### src/eip_sync.sv
package eip_pkg;
  localparam int ADDR_W = 4;
  localparam int DATA_W = 8;
  localparam logic [3:0] OFS_CTRL = 4'h0;
  localparam logic [3:0] OFS_CCR = 4'h1;
  localparam logic [3:0] OFS_INT_STAT = 4'h2;
  localparam logic [3:0] OFS_INT_MASK = 4'h3;
  localparam int BIT_PE = 0;
  localparam int BIT_POL = 1;
  localparam int BIT_MODE = 2;
  localparam int BIT_PDD = 3;
  localparam int BIT_IE = 4;
  localparam int BIT_PEND = 5;
  localparam int BIT_ACK = 6;
  localparam int BIT_LEVEL = 7;
  localparam int BIT_GMASK = 0;
  localparam int EV_EDGE = 0;
  localparam int EV_WAKE = 1;
  localparam int NUM_EV = 2;
  localparam logic [NUM_EV-1:0] INT_MASK_RST = 2'h0;
  localparam logic GMASK_RST = 1'b1;
  localparam logic [15:0] VEC_BASE_DEF = 16'hffc0;

  typedef struct packed {
    logic ie;
    logic pdd;
    logic mode;
    logic pol;
    logic pe;
  } eip_ctrl_s;

  localparam eip_ctrl_s CTRL_RST = '{ie: 1'b0, pdd: 1'b0, mode: 1'b0,
                                     pol: 1'b0, pe: 1'b0};

  typedef struct packed {
    logic pull_up_en;
    logic pull_dn_en;
  } eip_pull_s;

  typedef enum logic [3:0] {
    SEQ_IDLE = 4'h0,
    SEQ_STK_PCL = 4'h1,
    SEQ_STK_PCH = 4'h2,
    SEQ_STK_X = 4'h3,
    SEQ_STK_A = 4'h4,
    SEQ_STK_CCR = 4'h5,
    SEQ_VEC_HI = 4'h6,
    SEQ_VEC_LO = 4'h7,
    SEQ_VEC_DONE = 4'h8
  } eip_seq_e;
endpackage

`timescale 1ns/1ps
`default_nettype none
module eip_sync #(
  parameter int W = 1
) (
  input wire logic mclk,
  input wire logic rst,
  input wire logic [W-1:0] d,
  output logic [W-1:0] q
);
  logic [W-1:0] stage1;

  // Two stages; only the second is read downstream
  always_ff @(posedge mclk) begin
    if (rst) begin
      stage1 <= '0;
      q <= '0;
    end else begin
      stage1 <= d;
      q <= stage1;
    end
  end
endmodule
`default_nettype wire

### src/eip_top.sv
// Notes on behaviour
// - Pin is an interrupt input only while pin_func_enable is 1.
// - Enabled pin is sampled by logic on the system clock.
// - polarity_select picks falling/low or rising/high as asserted.
// - detect_mode picks edge-only or edge-and-level detection.
// - Events always set pending_flag; request only with local enable.
// - pull_disable 0 on an enabled pin: pull-up for low polarity, pull-down for high.
// - pull_disable 1 switches the internal pull device off.
// - Enabled pin level is offered to the branch-on-level instructions.
// - Deasserted to asserted transition sets pending_flag. Here not while stop_mode is 1.
// - Edge-and-level: flag stays set while pin is asserted.
// - In stop mode a separate detection path raises wake-up.
// - Vector high byte at first address, low byte at next.
// - Highest index pending source wins, fixed ordering.
// - Source flag sets; forwarded only when its enable is 1.
// - Mask clear: finish, stack PC_LOW_BYTE PC_HIGH_BYTE X A CONDITION_REGISTER, mask, fetch vector. Here the mask is set at the take, before stacking.
// - Global mask is set after any reset.
//
// Our own choices: the placing of the registers and the address-and-strobe port.
`timescale 1ns/1ps
`default_nettype none
module eip_top #(
  parameter int NSRC = 4,
  parameter logic [15:0] VEC_BASE = eip_pkg::VEC_BASE_DEF
) (
  input wire logic mclk,
  input wire logic rst,
  input wire logic irq_pin,
  input wire logic stop_mode,
  input wire logic [eip_pkg::ADDR_W-1:0] addr,
  input wire logic [eip_pkg::DATA_W-1:0] wdata,
  input wire logic wr,
  input wire logic rd,
  output logic [eip_pkg::DATA_W-1:0] rdata,
  input wire logic [NSRC-2:0] src_req_in,
  input wire logic insn_done,
  input wire logic [7:0] mem_rdata,
  output logic [15:0] mem_addr,
  output logic [3:0] seq_step,
  output logic [15:0] isr_addr,
  output logic isr_valid,
  output logic global_mask,
  output logic pin_level,
  output logic pull_up_en,
  output logic pull_dn_en,
  output logic wake_req,
  output logic irq
);
  eip_pkg::eip_ctrl_s ctrl;
  eip_pkg::eip_seq_e state;
  eip_pkg::eip_seq_e next_state;
  logic pin_s;
  logic asserted;
  logic prev_asserted;
  logic pin_edge;
  logic pending_flag;
  logic ack_w;
  logic ext_req;
  logic [NSRC-1:0] src_all;
  logic take;
  logic [$clog2(NSRC)-1:0] sel_q;
  logic [15:0] vec_addr_q;
  logic [7:0] isr_hi;
  logic [eip_pkg::NUM_EV-1:0] int_stat;
  logic [eip_pkg::NUM_EV-1:0] int_mask;
  logic [eip_pkg::NUM_EV-1:0] ev;
  logic stat_rd;

  function automatic logic [$clog2(NSRC)-1:0] top_index(
    input logic [NSRC-1:0] req
  );
    logic [$clog2(NSRC)-1:0] idx;
    idx = '0;
    for (int i = 0; i < NSRC; i++) begin
      if (req[i]) begin
        idx = i[$clog2(NSRC)-1:0];
      end
    end
    return idx;
  endfunction

  function automatic logic reg_hit(
    input logic [eip_pkg::ADDR_W-1:0] a,
    input logic [eip_pkg::ADDR_W-1:0] ofs
  );
    return a == ofs;
  endfunction

  eip_sync #(.W(1)) u_sync (
    .mclk(mclk),
    .rst(rst),
    .d(irq_pin),
    .q(pin_s)
  );

  // Disabled pin never counts as asserted
  assign asserted = ctrl.pe & (ctrl.pol ? pin_s : ~pin_s);
  assign pin_edge = asserted & ~prev_asserted & ~stop_mode;
  assign ack_w = wr & reg_hit(addr, eip_pkg::OFS_CTRL) &
                 wdata[eip_pkg::BIT_ACK];
  assign ext_req = pending_flag & ctrl.ie;
  assign src_all = {ext_req, src_req_in};
  assign take = (state == eip_pkg::SEQ_IDLE) & (|src_all) &
                ~global_mask & insn_done;
  assign stat_rd = rd & reg_hit(addr, eip_pkg::OFS_INT_STAT);
  assign ev = {wake_req == 1'b0 && stop_mode && asserted, pin_edge};

  always_ff @(posedge mclk) begin
    if (rst) begin
      prev_asserted <= 1'b0;
    end else begin
      prev_asserted <= asserted;
    end
  end

  // Acknowledge loses to a fresh edge or, in edge-and-level mode, a held level
  always_ff @(posedge mclk) begin
    if (rst) begin
      pending_flag <= 1'b0;
    end else begin
      pending_flag <= pin_edge | (ctrl.mode & asserted) |
                      (pending_flag & ~ack_w);
    end
  end

  always_ff @(posedge mclk) begin
    if (rst) begin
      ctrl <= eip_pkg::CTRL_RST;
    end else if (wr & reg_hit(addr, eip_pkg::OFS_CTRL)) begin
      ctrl.pe <= wdata[eip_pkg::BIT_PE];
      ctrl.pol <= wdata[eip_pkg::BIT_POL];
      ctrl.mode <= wdata[eip_pkg::BIT_MODE];
      ctrl.pdd <= wdata[eip_pkg::BIT_PDD];
      ctrl.ie <= wdata[eip_pkg::BIT_IE];
    end
  end

  always_ff @(posedge mclk) begin
    if (rst) begin
      pull_up_en <= 1'b0;
      pull_dn_en <= 1'b0;
    end else begin
      pull_up_en <= ctrl.pe & ~ctrl.pdd & ~ctrl.pol;
      pull_dn_en <= ctrl.pe & ~ctrl.pdd & ctrl.pol;
    end
  end

  // Raw level, not polarity adjusted, as the branch instructions expect
  always_ff @(posedge mclk) begin
    if (rst) begin
      pin_level <= 1'b0;
    end else if (ctrl.pe) begin
      pin_level <= pin_s;
    end
  end

  // Clock-gated stop is not modelled; needs mclk kept alive to wake
  always_ff @(posedge mclk) begin
    if (rst) begin
      wake_req <= 1'b0;
    end else begin
      wake_req <= stop_mode & asserted;
    end
  end

  always_ff @(posedge mclk) begin
    if (rst) begin
      global_mask <= eip_pkg::GMASK_RST;
    end else if (take) begin
      global_mask <= 1'b1;
    end else if (wr & reg_hit(addr, eip_pkg::OFS_CCR)) begin
      global_mask <= wdata[eip_pkg::BIT_GMASK];
    end
  end

  always_comb begin
    next_state = state;
    case (state)
      eip_pkg::SEQ_IDLE: begin
        if (take) begin
          next_state = eip_pkg::SEQ_STK_PCL;
        end
      end
      eip_pkg::SEQ_STK_PCL: next_state = eip_pkg::SEQ_STK_PCH;
      eip_pkg::SEQ_STK_PCH: next_state = eip_pkg::SEQ_STK_X;
      eip_pkg::SEQ_STK_X: next_state = eip_pkg::SEQ_STK_A;
      eip_pkg::SEQ_STK_A: next_state = eip_pkg::SEQ_STK_CCR;
      eip_pkg::SEQ_STK_CCR: next_state = eip_pkg::SEQ_VEC_HI;
      eip_pkg::SEQ_VEC_HI: next_state = eip_pkg::SEQ_VEC_LO;
      eip_pkg::SEQ_VEC_LO: next_state = eip_pkg::SEQ_VEC_DONE;
      eip_pkg::SEQ_VEC_DONE: next_state = eip_pkg::SEQ_IDLE;
      default: next_state = eip_pkg::SEQ_IDLE;
    endcase
  end

  always_ff @(posedge mclk) begin
    if (rst) begin
      state <= eip_pkg::SEQ_IDLE;
      seq_step <= 4'h0;
    end else begin
      state <= next_state;
      seq_step <= next_state;
    end
  end

  // Source chosen at the take; later arrivals wait for the next one
  always_ff @(posedge mclk) begin
    if (rst) begin
      sel_q <= '0;
      vec_addr_q <= 16'h0000;
    end else if (take) begin
      sel_q <= top_index(src_all);
      vec_addr_q <= VEC_BASE + 16'({top_index(src_all), 1'b0});
    end
  end

  always_ff @(posedge mclk) begin
    if (rst) begin
      mem_addr <= 16'h0000;
    end else if (next_state == eip_pkg::SEQ_VEC_HI) begin
      mem_addr <= vec_addr_q;
    end else if (next_state == eip_pkg::SEQ_VEC_LO) begin
      mem_addr <= vec_addr_q + 16'h0001;
    end
  end

  always_ff @(posedge mclk) begin
    if (rst) begin
      isr_hi <= 8'h00;
      isr_addr <= 16'h0000;
      isr_valid <= 1'b0;
    end else begin
      isr_valid <= state == eip_pkg::SEQ_VEC_DONE;
      if (state == eip_pkg::SEQ_VEC_LO) begin
        isr_hi <= mem_rdata;
      end
      if (state == eip_pkg::SEQ_VEC_DONE) begin
        isr_addr <= {isr_hi, mem_rdata};
      end
    end
  end

  // Set wins over the clearing read
  always_ff @(posedge mclk) begin
    if (rst) begin
      int_stat <= '0;
    end else begin
      int_stat <= (int_stat & {eip_pkg::NUM_EV{~stat_rd}}) | ev;
    end
  end

  always_ff @(posedge mclk) begin
    if (rst) begin
      int_mask <= eip_pkg::INT_MASK_RST;
    end else if (wr & reg_hit(addr, eip_pkg::OFS_INT_MASK)) begin
      int_mask <= wdata[eip_pkg::NUM_EV-1:0];
    end
  end

  always_ff @(posedge mclk) begin
    if (rst) begin
      irq <= 1'b0;
    end else begin
      irq <= |(((int_stat & {eip_pkg::NUM_EV{~stat_rd}}) | ev) & int_mask);
    end
  end

  always_ff @(posedge mclk) begin
    if (rst) begin
      rdata <= '0;
    end else begin
      rdata <= '0;
      if (rd) begin
        case (addr)
          eip_pkg::OFS_CTRL: begin
            rdata <= {pin_s, 1'b0, pending_flag, ctrl.ie, ctrl.pdd,
                      ctrl.mode, ctrl.pol, ctrl.pe};
          end
          eip_pkg::OFS_CCR: rdata <= {7'h00, global_mask};
          eip_pkg::OFS_INT_STAT: rdata <= {6'h00, int_stat};
          eip_pkg::OFS_INT_MASK: rdata <= {6'h00, int_mask};
          default: rdata <= '0;
        endcase
      end
    end
  end

  AST_DISABLED_NO_EDGE: assert property (@(posedge mclk) disable iff (rst)
    !ctrl.pe |-> !pin_edge) else $error("edge seen while pin disabled");
  AST_EDGE_SETS: assert property (@(posedge mclk) disable iff (rst)
    pin_edge |=> pending_flag) else $error("edge did not set flag");
  AST_LEVEL_HOLD: assert property (@(posedge mclk) disable iff (rst)
    (ctrl.mode && asserted && ack_w) |=> pending_flag)
    else $error("flag cleared while level asserted");
  AST_EDGE_ONLY_HOLD: assert property (@(posedge mclk) disable iff (rst)
    (pending_flag && !ack_w) |=> pending_flag)
    else $error("flag dropped without acknowledge");
  AST_ACK_CLEARS: assert property (@(posedge mclk) disable iff (rst)
    (ack_w && !ctrl.mode && !pin_edge) |=> !pending_flag)
    else $error("acknowledge did not clear flag");
  // Held level alone must not raise the flag in edge-only mode
  AST_EDGE_ONLY_NO_LEVEL: assert property (@(posedge mclk) disable iff (rst)
    (!ctrl.mode && !pending_flag && !pin_edge) |=> !pending_flag)
    else $error("flag set without edge");
  AST_RESET_MASK: assert property (@(posedge mclk)
    rst |=> global_mask) else $error("mask clear after reset");
  AST_TAKE_MASKS: assert property (@(posedge mclk) disable iff (rst)
    take |=> global_mask && state == eip_pkg::SEQ_STK_PCL)
    else $error("take did not mask and stack");
  AST_STACK_ORDER: assert property (@(posedge mclk) disable iff (rst)
    state == eip_pkg::SEQ_STK_PCL |=> state == eip_pkg::SEQ_STK_PCH
    ##1 state == eip_pkg::SEQ_STK_X ##1 state == eip_pkg::SEQ_STK_A
    ##1 state == eip_pkg::SEQ_STK_CCR ##1 state == eip_pkg::SEQ_VEC_HI)
    else $error("stacking order broken");
  AST_VEC_BYTES: assert property (@(posedge mclk) disable iff (rst)
    state == eip_pkg::SEQ_VEC_HI |-> mem_addr == vec_addr_q
    ##1 mem_addr == vec_addr_q + 16'h0001)
    else $error("vector byte addresses wrong");
  AST_PRIORITY: assert property (@(posedge mclk) disable iff (rst)
    (take && src_all[NSRC-1]) |=> sel_q == NSRC - 1)
    else $error("lower source chosen over top");
  AST_NO_REQ_WITHOUT_IE: assert property (@(posedge mclk) disable iff (rst)
    (take && !ctrl.ie && src_all == {1'b0, src_req_in}) |=> sel_q != NSRC - 1)
    else $error("pin forwarded without enable");
  AST_PULL: assert property (@(posedge mclk) disable iff (rst)
    (ctrl.pe && !ctrl.pdd && !ctrl.pol) |=> pull_up_en && !pull_dn_en)
    else $error("pull-up not on");
  AST_PULL_OFF: assert property (@(posedge mclk) disable iff (rst)
    ctrl.pdd |=> !pull_up_en && !pull_dn_en)
    else $error("pull device not off");
  AST_LEVEL_OUT: assert property (@(posedge mclk) disable iff (rst)
    ctrl.pe |=> pin_level == $past(pin_s))
    else $error("pin level not passed on");
  AST_WAKE: assert property (@(posedge mclk) disable iff (rst)
    (stop_mode && asserted) |=> wake_req)
    else $error("no wake in stop");
  AST_POLARITY: assert property (@(posedge mclk) disable iff (rst)
    (ctrl.pe && ctrl.pol && prev_asserted && !stop_mode) |-> !pin_edge)
    else $error("edge while already asserted");
endmodule
`default_nettype wire

### config.mk
export PLATFORM = sky130hd
export DESIGN_NAME = eip_top
export DESIGN_NICKNAME = d
export VERILOG_FILES = /design/src/eip_sync.sv /design/src/eip_top.sv
export SDC_FILE = /design/constraint.sdc
export NUM_CORES = 1
export LEC_CHECK = 0
export BUFFER_PORTS_ARGS = -buffer_cell sky130_fd_sc_hd__buf_2
export CAP_MARGIN = 20
export CORE_MARGIN = 4
export CORE_UTILIZATION = 45
export DETAILED_ROUTE_END_ITERATION = 8
export PLACE_DENSITY = 0.84
export SYNTH_ARGS = -nofsm -noshare
export SYNTH_HDL_FRONTEND = slang
export SYNTH_SLANG_ARGS = --single-unit
### constraint.sdc
create_clock -name mclk -period 1.6 [get_ports mclk]
set_input_delay 0.4 -clock mclk [delete_from_list [all_inputs] [get_ports mclk]]
set_output_delay 0.4 -clock mclk [all_outputs]
set_load 0.05 [all_outputs]
# Word level (Yosys, flattened, before mapping)
# Cells that the tools add are included.
# totals
register_bits,88
input_bits,30
output_inout_bits,51
elab_cells,92
# op_classes
n_addsub,2
eq_ne,13
muxes,11
n_bitwise,33
n_reduce_logical,9
# ops
cell,n
$mux W16,2
$pmux W4 S8,1
$pmux W8 S4,1
$eq A4 B3 Y1 const B,6
$and A1 B1 Y1,18
$add A16 B1 Y16 const B,1
$eq A4 B2 Y1 const B,4
$not A1 Y1,10
$add A7 B4 Y8 const A,1
$eq A4 B1 Y1 const B,2
$logic_not A4 Y1,2
$mux W2,4
$reduce_or A2 Y1,3
$and A2 B2 Y2,2
$eq A4 B4 Y1 const B,1
$mux W4,1
$reduce_or A4 Y1,1
$logic_and A1 B1 Y1,2
$mux W1,2
$or A1 B1 Y1,2
$or A2 B2 Y2,1
$reduce_bool A2 Y1,1

# Depth between registers and ports, before layout
# depth
ltp_word,10
mapped_depth,6
ltp_nobuf,4

# Modules after synthesis
# From an unflattened synthesis, not the netlist that was laid out.
# unflattened
hier_cells,284
area_unflattened_um2,2491.1
# by_module_without_submodules
mod,n_inst,cells_per_inst,area_per_inst_um2,seq_area_each_um2
eip_top,1,280,2438.6,1201.2
eip_sync,1,4,52.6,40.0

# Least setup slack after synthesis
# Ideal clock, no wire load.
# synth_path
kind,register to register
startpoint,register state[1]
endpoint,register isr_addr[5]
arrival_time_ps,1634
slack_ps,-105
stages_incl_launch_ff,7
path_buffers,2
cell_sequence,dfxtp_1 buf_2 nor2_1 nand3b_1 buf_2 nand2_1 a21oi_1
# synth_between
elab_chain_cells,1
# synth_lines
element,line,text
start: declaration,eip_top.sv:50,eip_pkg::eip_seq_e state;
start signal: assignment,eip_top.sv:198,state <= eip_pkg::SEQ_IDLE;
start signal: assignment,eip_top.sv:201,state <= next_state;
$eq A4 B4 Y1,eip_top.sv:237,if (state == eip_pkg::SEQ_VEC_DONE) begin
end signal: assignment,eip_top.sv:238,"isr_addr <= {isr_hi, mem_rdata};"
end: declaration,eip_top.sv:40,"output logic [15:0] isr_addr,"
# Every way passes these cells.
# A chain may end at the register's enable or synchronous reset.

==> results.cfg <==
[placed_design]
gp_congestion = 0.8272
place_area_um2 = 2748
port_buffers = 74
dp_slack_ns = 0.07722
dpl.hpwl_um = 3681

[grt]
grt_usage_pct = 16.76
antenna_found_initial = 0
grt_pass1_wl_um = 8286
grt_max_degree = 49
grt-ovfl-total = 0
grt_pass1_vias = 1840

[synth]
syn_area_per_cell_um2 = 9.167
synth_seq_cells = 62
synth.distinct_cells = 40
synth_top_area_share_pct = 52.07
synth_area_leaders = dfxtp_1 (52%), nand2_1 (8.0%), a21oi_1 (6.1%), mux2i_1 (5.0%), buf_4 (4.1%)
netlist_area_um2 = 2384
async_flop_share_pct = 0
synth_edf_count = 0
synthCells = 260
synthFlopType = dfxtp_1
yosysSeqAreaShare_pct = 52.07
yosysWarnings = 0
synth_area_leader_cell = dfxtp_1

[finish]
final_nets = 359
design_area_um2 = 2993
antenna_cells = 0
area_growth_pct = 25.56
drive_above_1_share_pct = 32.34

[setup_path]
path_cells = buf_4 -> buf_4
r2r_setup_slack_ns = 0.14
worst-path-buf-inv = 2
cp-end-kind = output pin
cp.required_ns = 1.20
cp-start-kind = flop
cp_top_family = buffers and inverters
worstSetupPathType = flop to output pin
cp_slowest_cell = dfxtp_1
path_common_cell = buf_4
arrival_ns = 1.12
max_stage_delay_ns = 0.38
path_max_fanout = 9

[cts]
path_clk_slew_ns = 0.07
root_buffer = clkbuf_8
cts_num_sinks = 62
h-tree-depth = 3
post_cts_buffers = 0
clockBufferDepth = 2
cts_tree = done
numCtsBuffers = 9
clk_latency_ns = 0.33

[floorplan]
start_util_pct = 46.67
die-area_um2 = 6525
num_rows = 26
pin_count = 81
fp.dieH_um = 80.78
core-area_um2 = 5107
fp.dieW_um = 80.78

[routing]
drt-met1-wl_um = 2206
routed-wl-met3_um = 410
top_layer = met4
vias = 1962
first_iter_violations = 60
wirelength_um = 5171
vias_per_cell = 4.856
drtPass1Iterations = 5
route.met2.wl_um = 2424
postRouteAntennaNets = 0
drc = 0
wire_per_inst_um = 12.80

[pwr]
ir_drop_uv = 570.8
powerDensity_nw_per_um2 = 1093
power_mw = 3.272
p_leak_nw = 1.350

[sta]
finalHoldViolCount = 0
tns_ns = 0
period_share_pct = 95.20
hold_ws_ns = 0.2796
layout_min_cycle_time_ns = 1.523
rsz0062_at_grt = no
setup_slack_ns = 0.07679
finalSetupViolCount = 0
slew_viol_final = 0
fin_worst_skew_ns = 0.004260
fmax_ghz = 0.6565

[flow_run]
maxCapViolations = 0

[outcome]
outcome = complete, no violations

[min_path]
hold_path_class = input port to flop
-- synth_stat cells (3+ instances only) --
| cell | instances |
|---|---|
| a21oi_1 | 29 |
| nand3b_1 | 3 |
| mux2i_1 | 12 |
| dfxtp_1 | 62 |
| nand3_1 | 6 |
| nor2b_1 | 5 |
| and2_1 | 6 |
| nand2_1 | 51 |
| buf_2 | 4 |
| buf_4 | 13 |
| inv_1 | 6 |
| clkbuf_1 | 4 |
| nor3_1 | 3 |
| nor2_1 | 21 |
-- cells by family after synthesis --
family | share of synthesized area (%)
buffers and inverters | 7.821
DFF | 52.07
other | 0.1573
muxes | 5.040
and+or+nand+nor | 22.68
AOI/OAI and AO/OA | 11.13
xor gates and xnor gates | 1.103
-- metal layers --
| metal | GRT usage, % | vias up |
|---|---|---|
| li1 | - | 993 |
| met1 | 20.17 | 894 |
| met2 | 26.74 | 65 |
| met3 | 3.991 | 10 |
| met4 | 10.98 | 0 |
| met5 | 0 | - |
-- registers in the layout, summed over array words and instances (netlist names) --
name / flops
int_stat: 2
u_sync.stage1: 1
state: 4
global_mask: 1
isr_hi: 8
pull_dn_en: 1
ctrl: 5
pin_level: 1
pending_flag: 1
mem_addr: 4
prev_asserted: 1
irq: 1
vec_addr_q: 3
int_mask: 2
rdata: 7
isr_valid: 1
u_sync.q: 1
isr_addr: 16
pull_up_en: 1
wake_req: 1
-- worst paths after layout --
kind | cells after the start | end | start
setup / recovery | 2 | seq_step[0] | state[0]
hold / removal | 2 | u_sync.stage1 | irq_pin
setup reg to reg | 4 | vec_addr_q[1] | global_mask
hold reg to reg | 1 | u_sync.q | u_sync.stage1
-- cell type report --
type | count | area, um2
fill | 478 | 2115
sequential | 62 | 1244
multi-input combinational | 170 | 973.4
timing repair buffer | 80 | 432.9
clock buffer | 11 | 151.4
tap | 70 | 87.58
clock inverter | 5 | 81.33
inverter | 6 | 22.52
-- cell usage in the layout (no fill, tap or decap), types with 3 or more instances in the layout --
cell      instances
buf_2            72
dfxtp_1          60
nand2_1          51
a21oi_1          29
nor2_1           21
mux2i_1          12
clkbuf_8         11
and2_1            6
inv_1             6
buf_4             6
nor2b_1           5
nand3_1           5
conb_1            4
nand3b_1          3
nor3_1            3
-- timing repair --
item,4_1_cts,5_1_grt
setup endpoints to repair,0,6
hold buffers,0,0
gates resized for setup,0,6
-- per-stage QoR --
| stage | utilization (%) | cells |
|---|---|---|
| 4_1_cts | 58.35 | 404 |
| 3_3_place_gp | 53.80 | 388 |
| 5_1_grt | 58.60 | 404 |
| 3_5_place_dp | 53.80 | 388 |
| 2_1_floorplan | - | 263 |
| 6_report | 58.60 | 404 |
-- report_power, final --
part           total, mW  internal [mW]  switching [mW]
registers           1.56           1.55         0.00816
logic              0.154         0.0546          0.0995
clock network       1.56          0.962           0.595
Power figures use the tool's default switching activity.
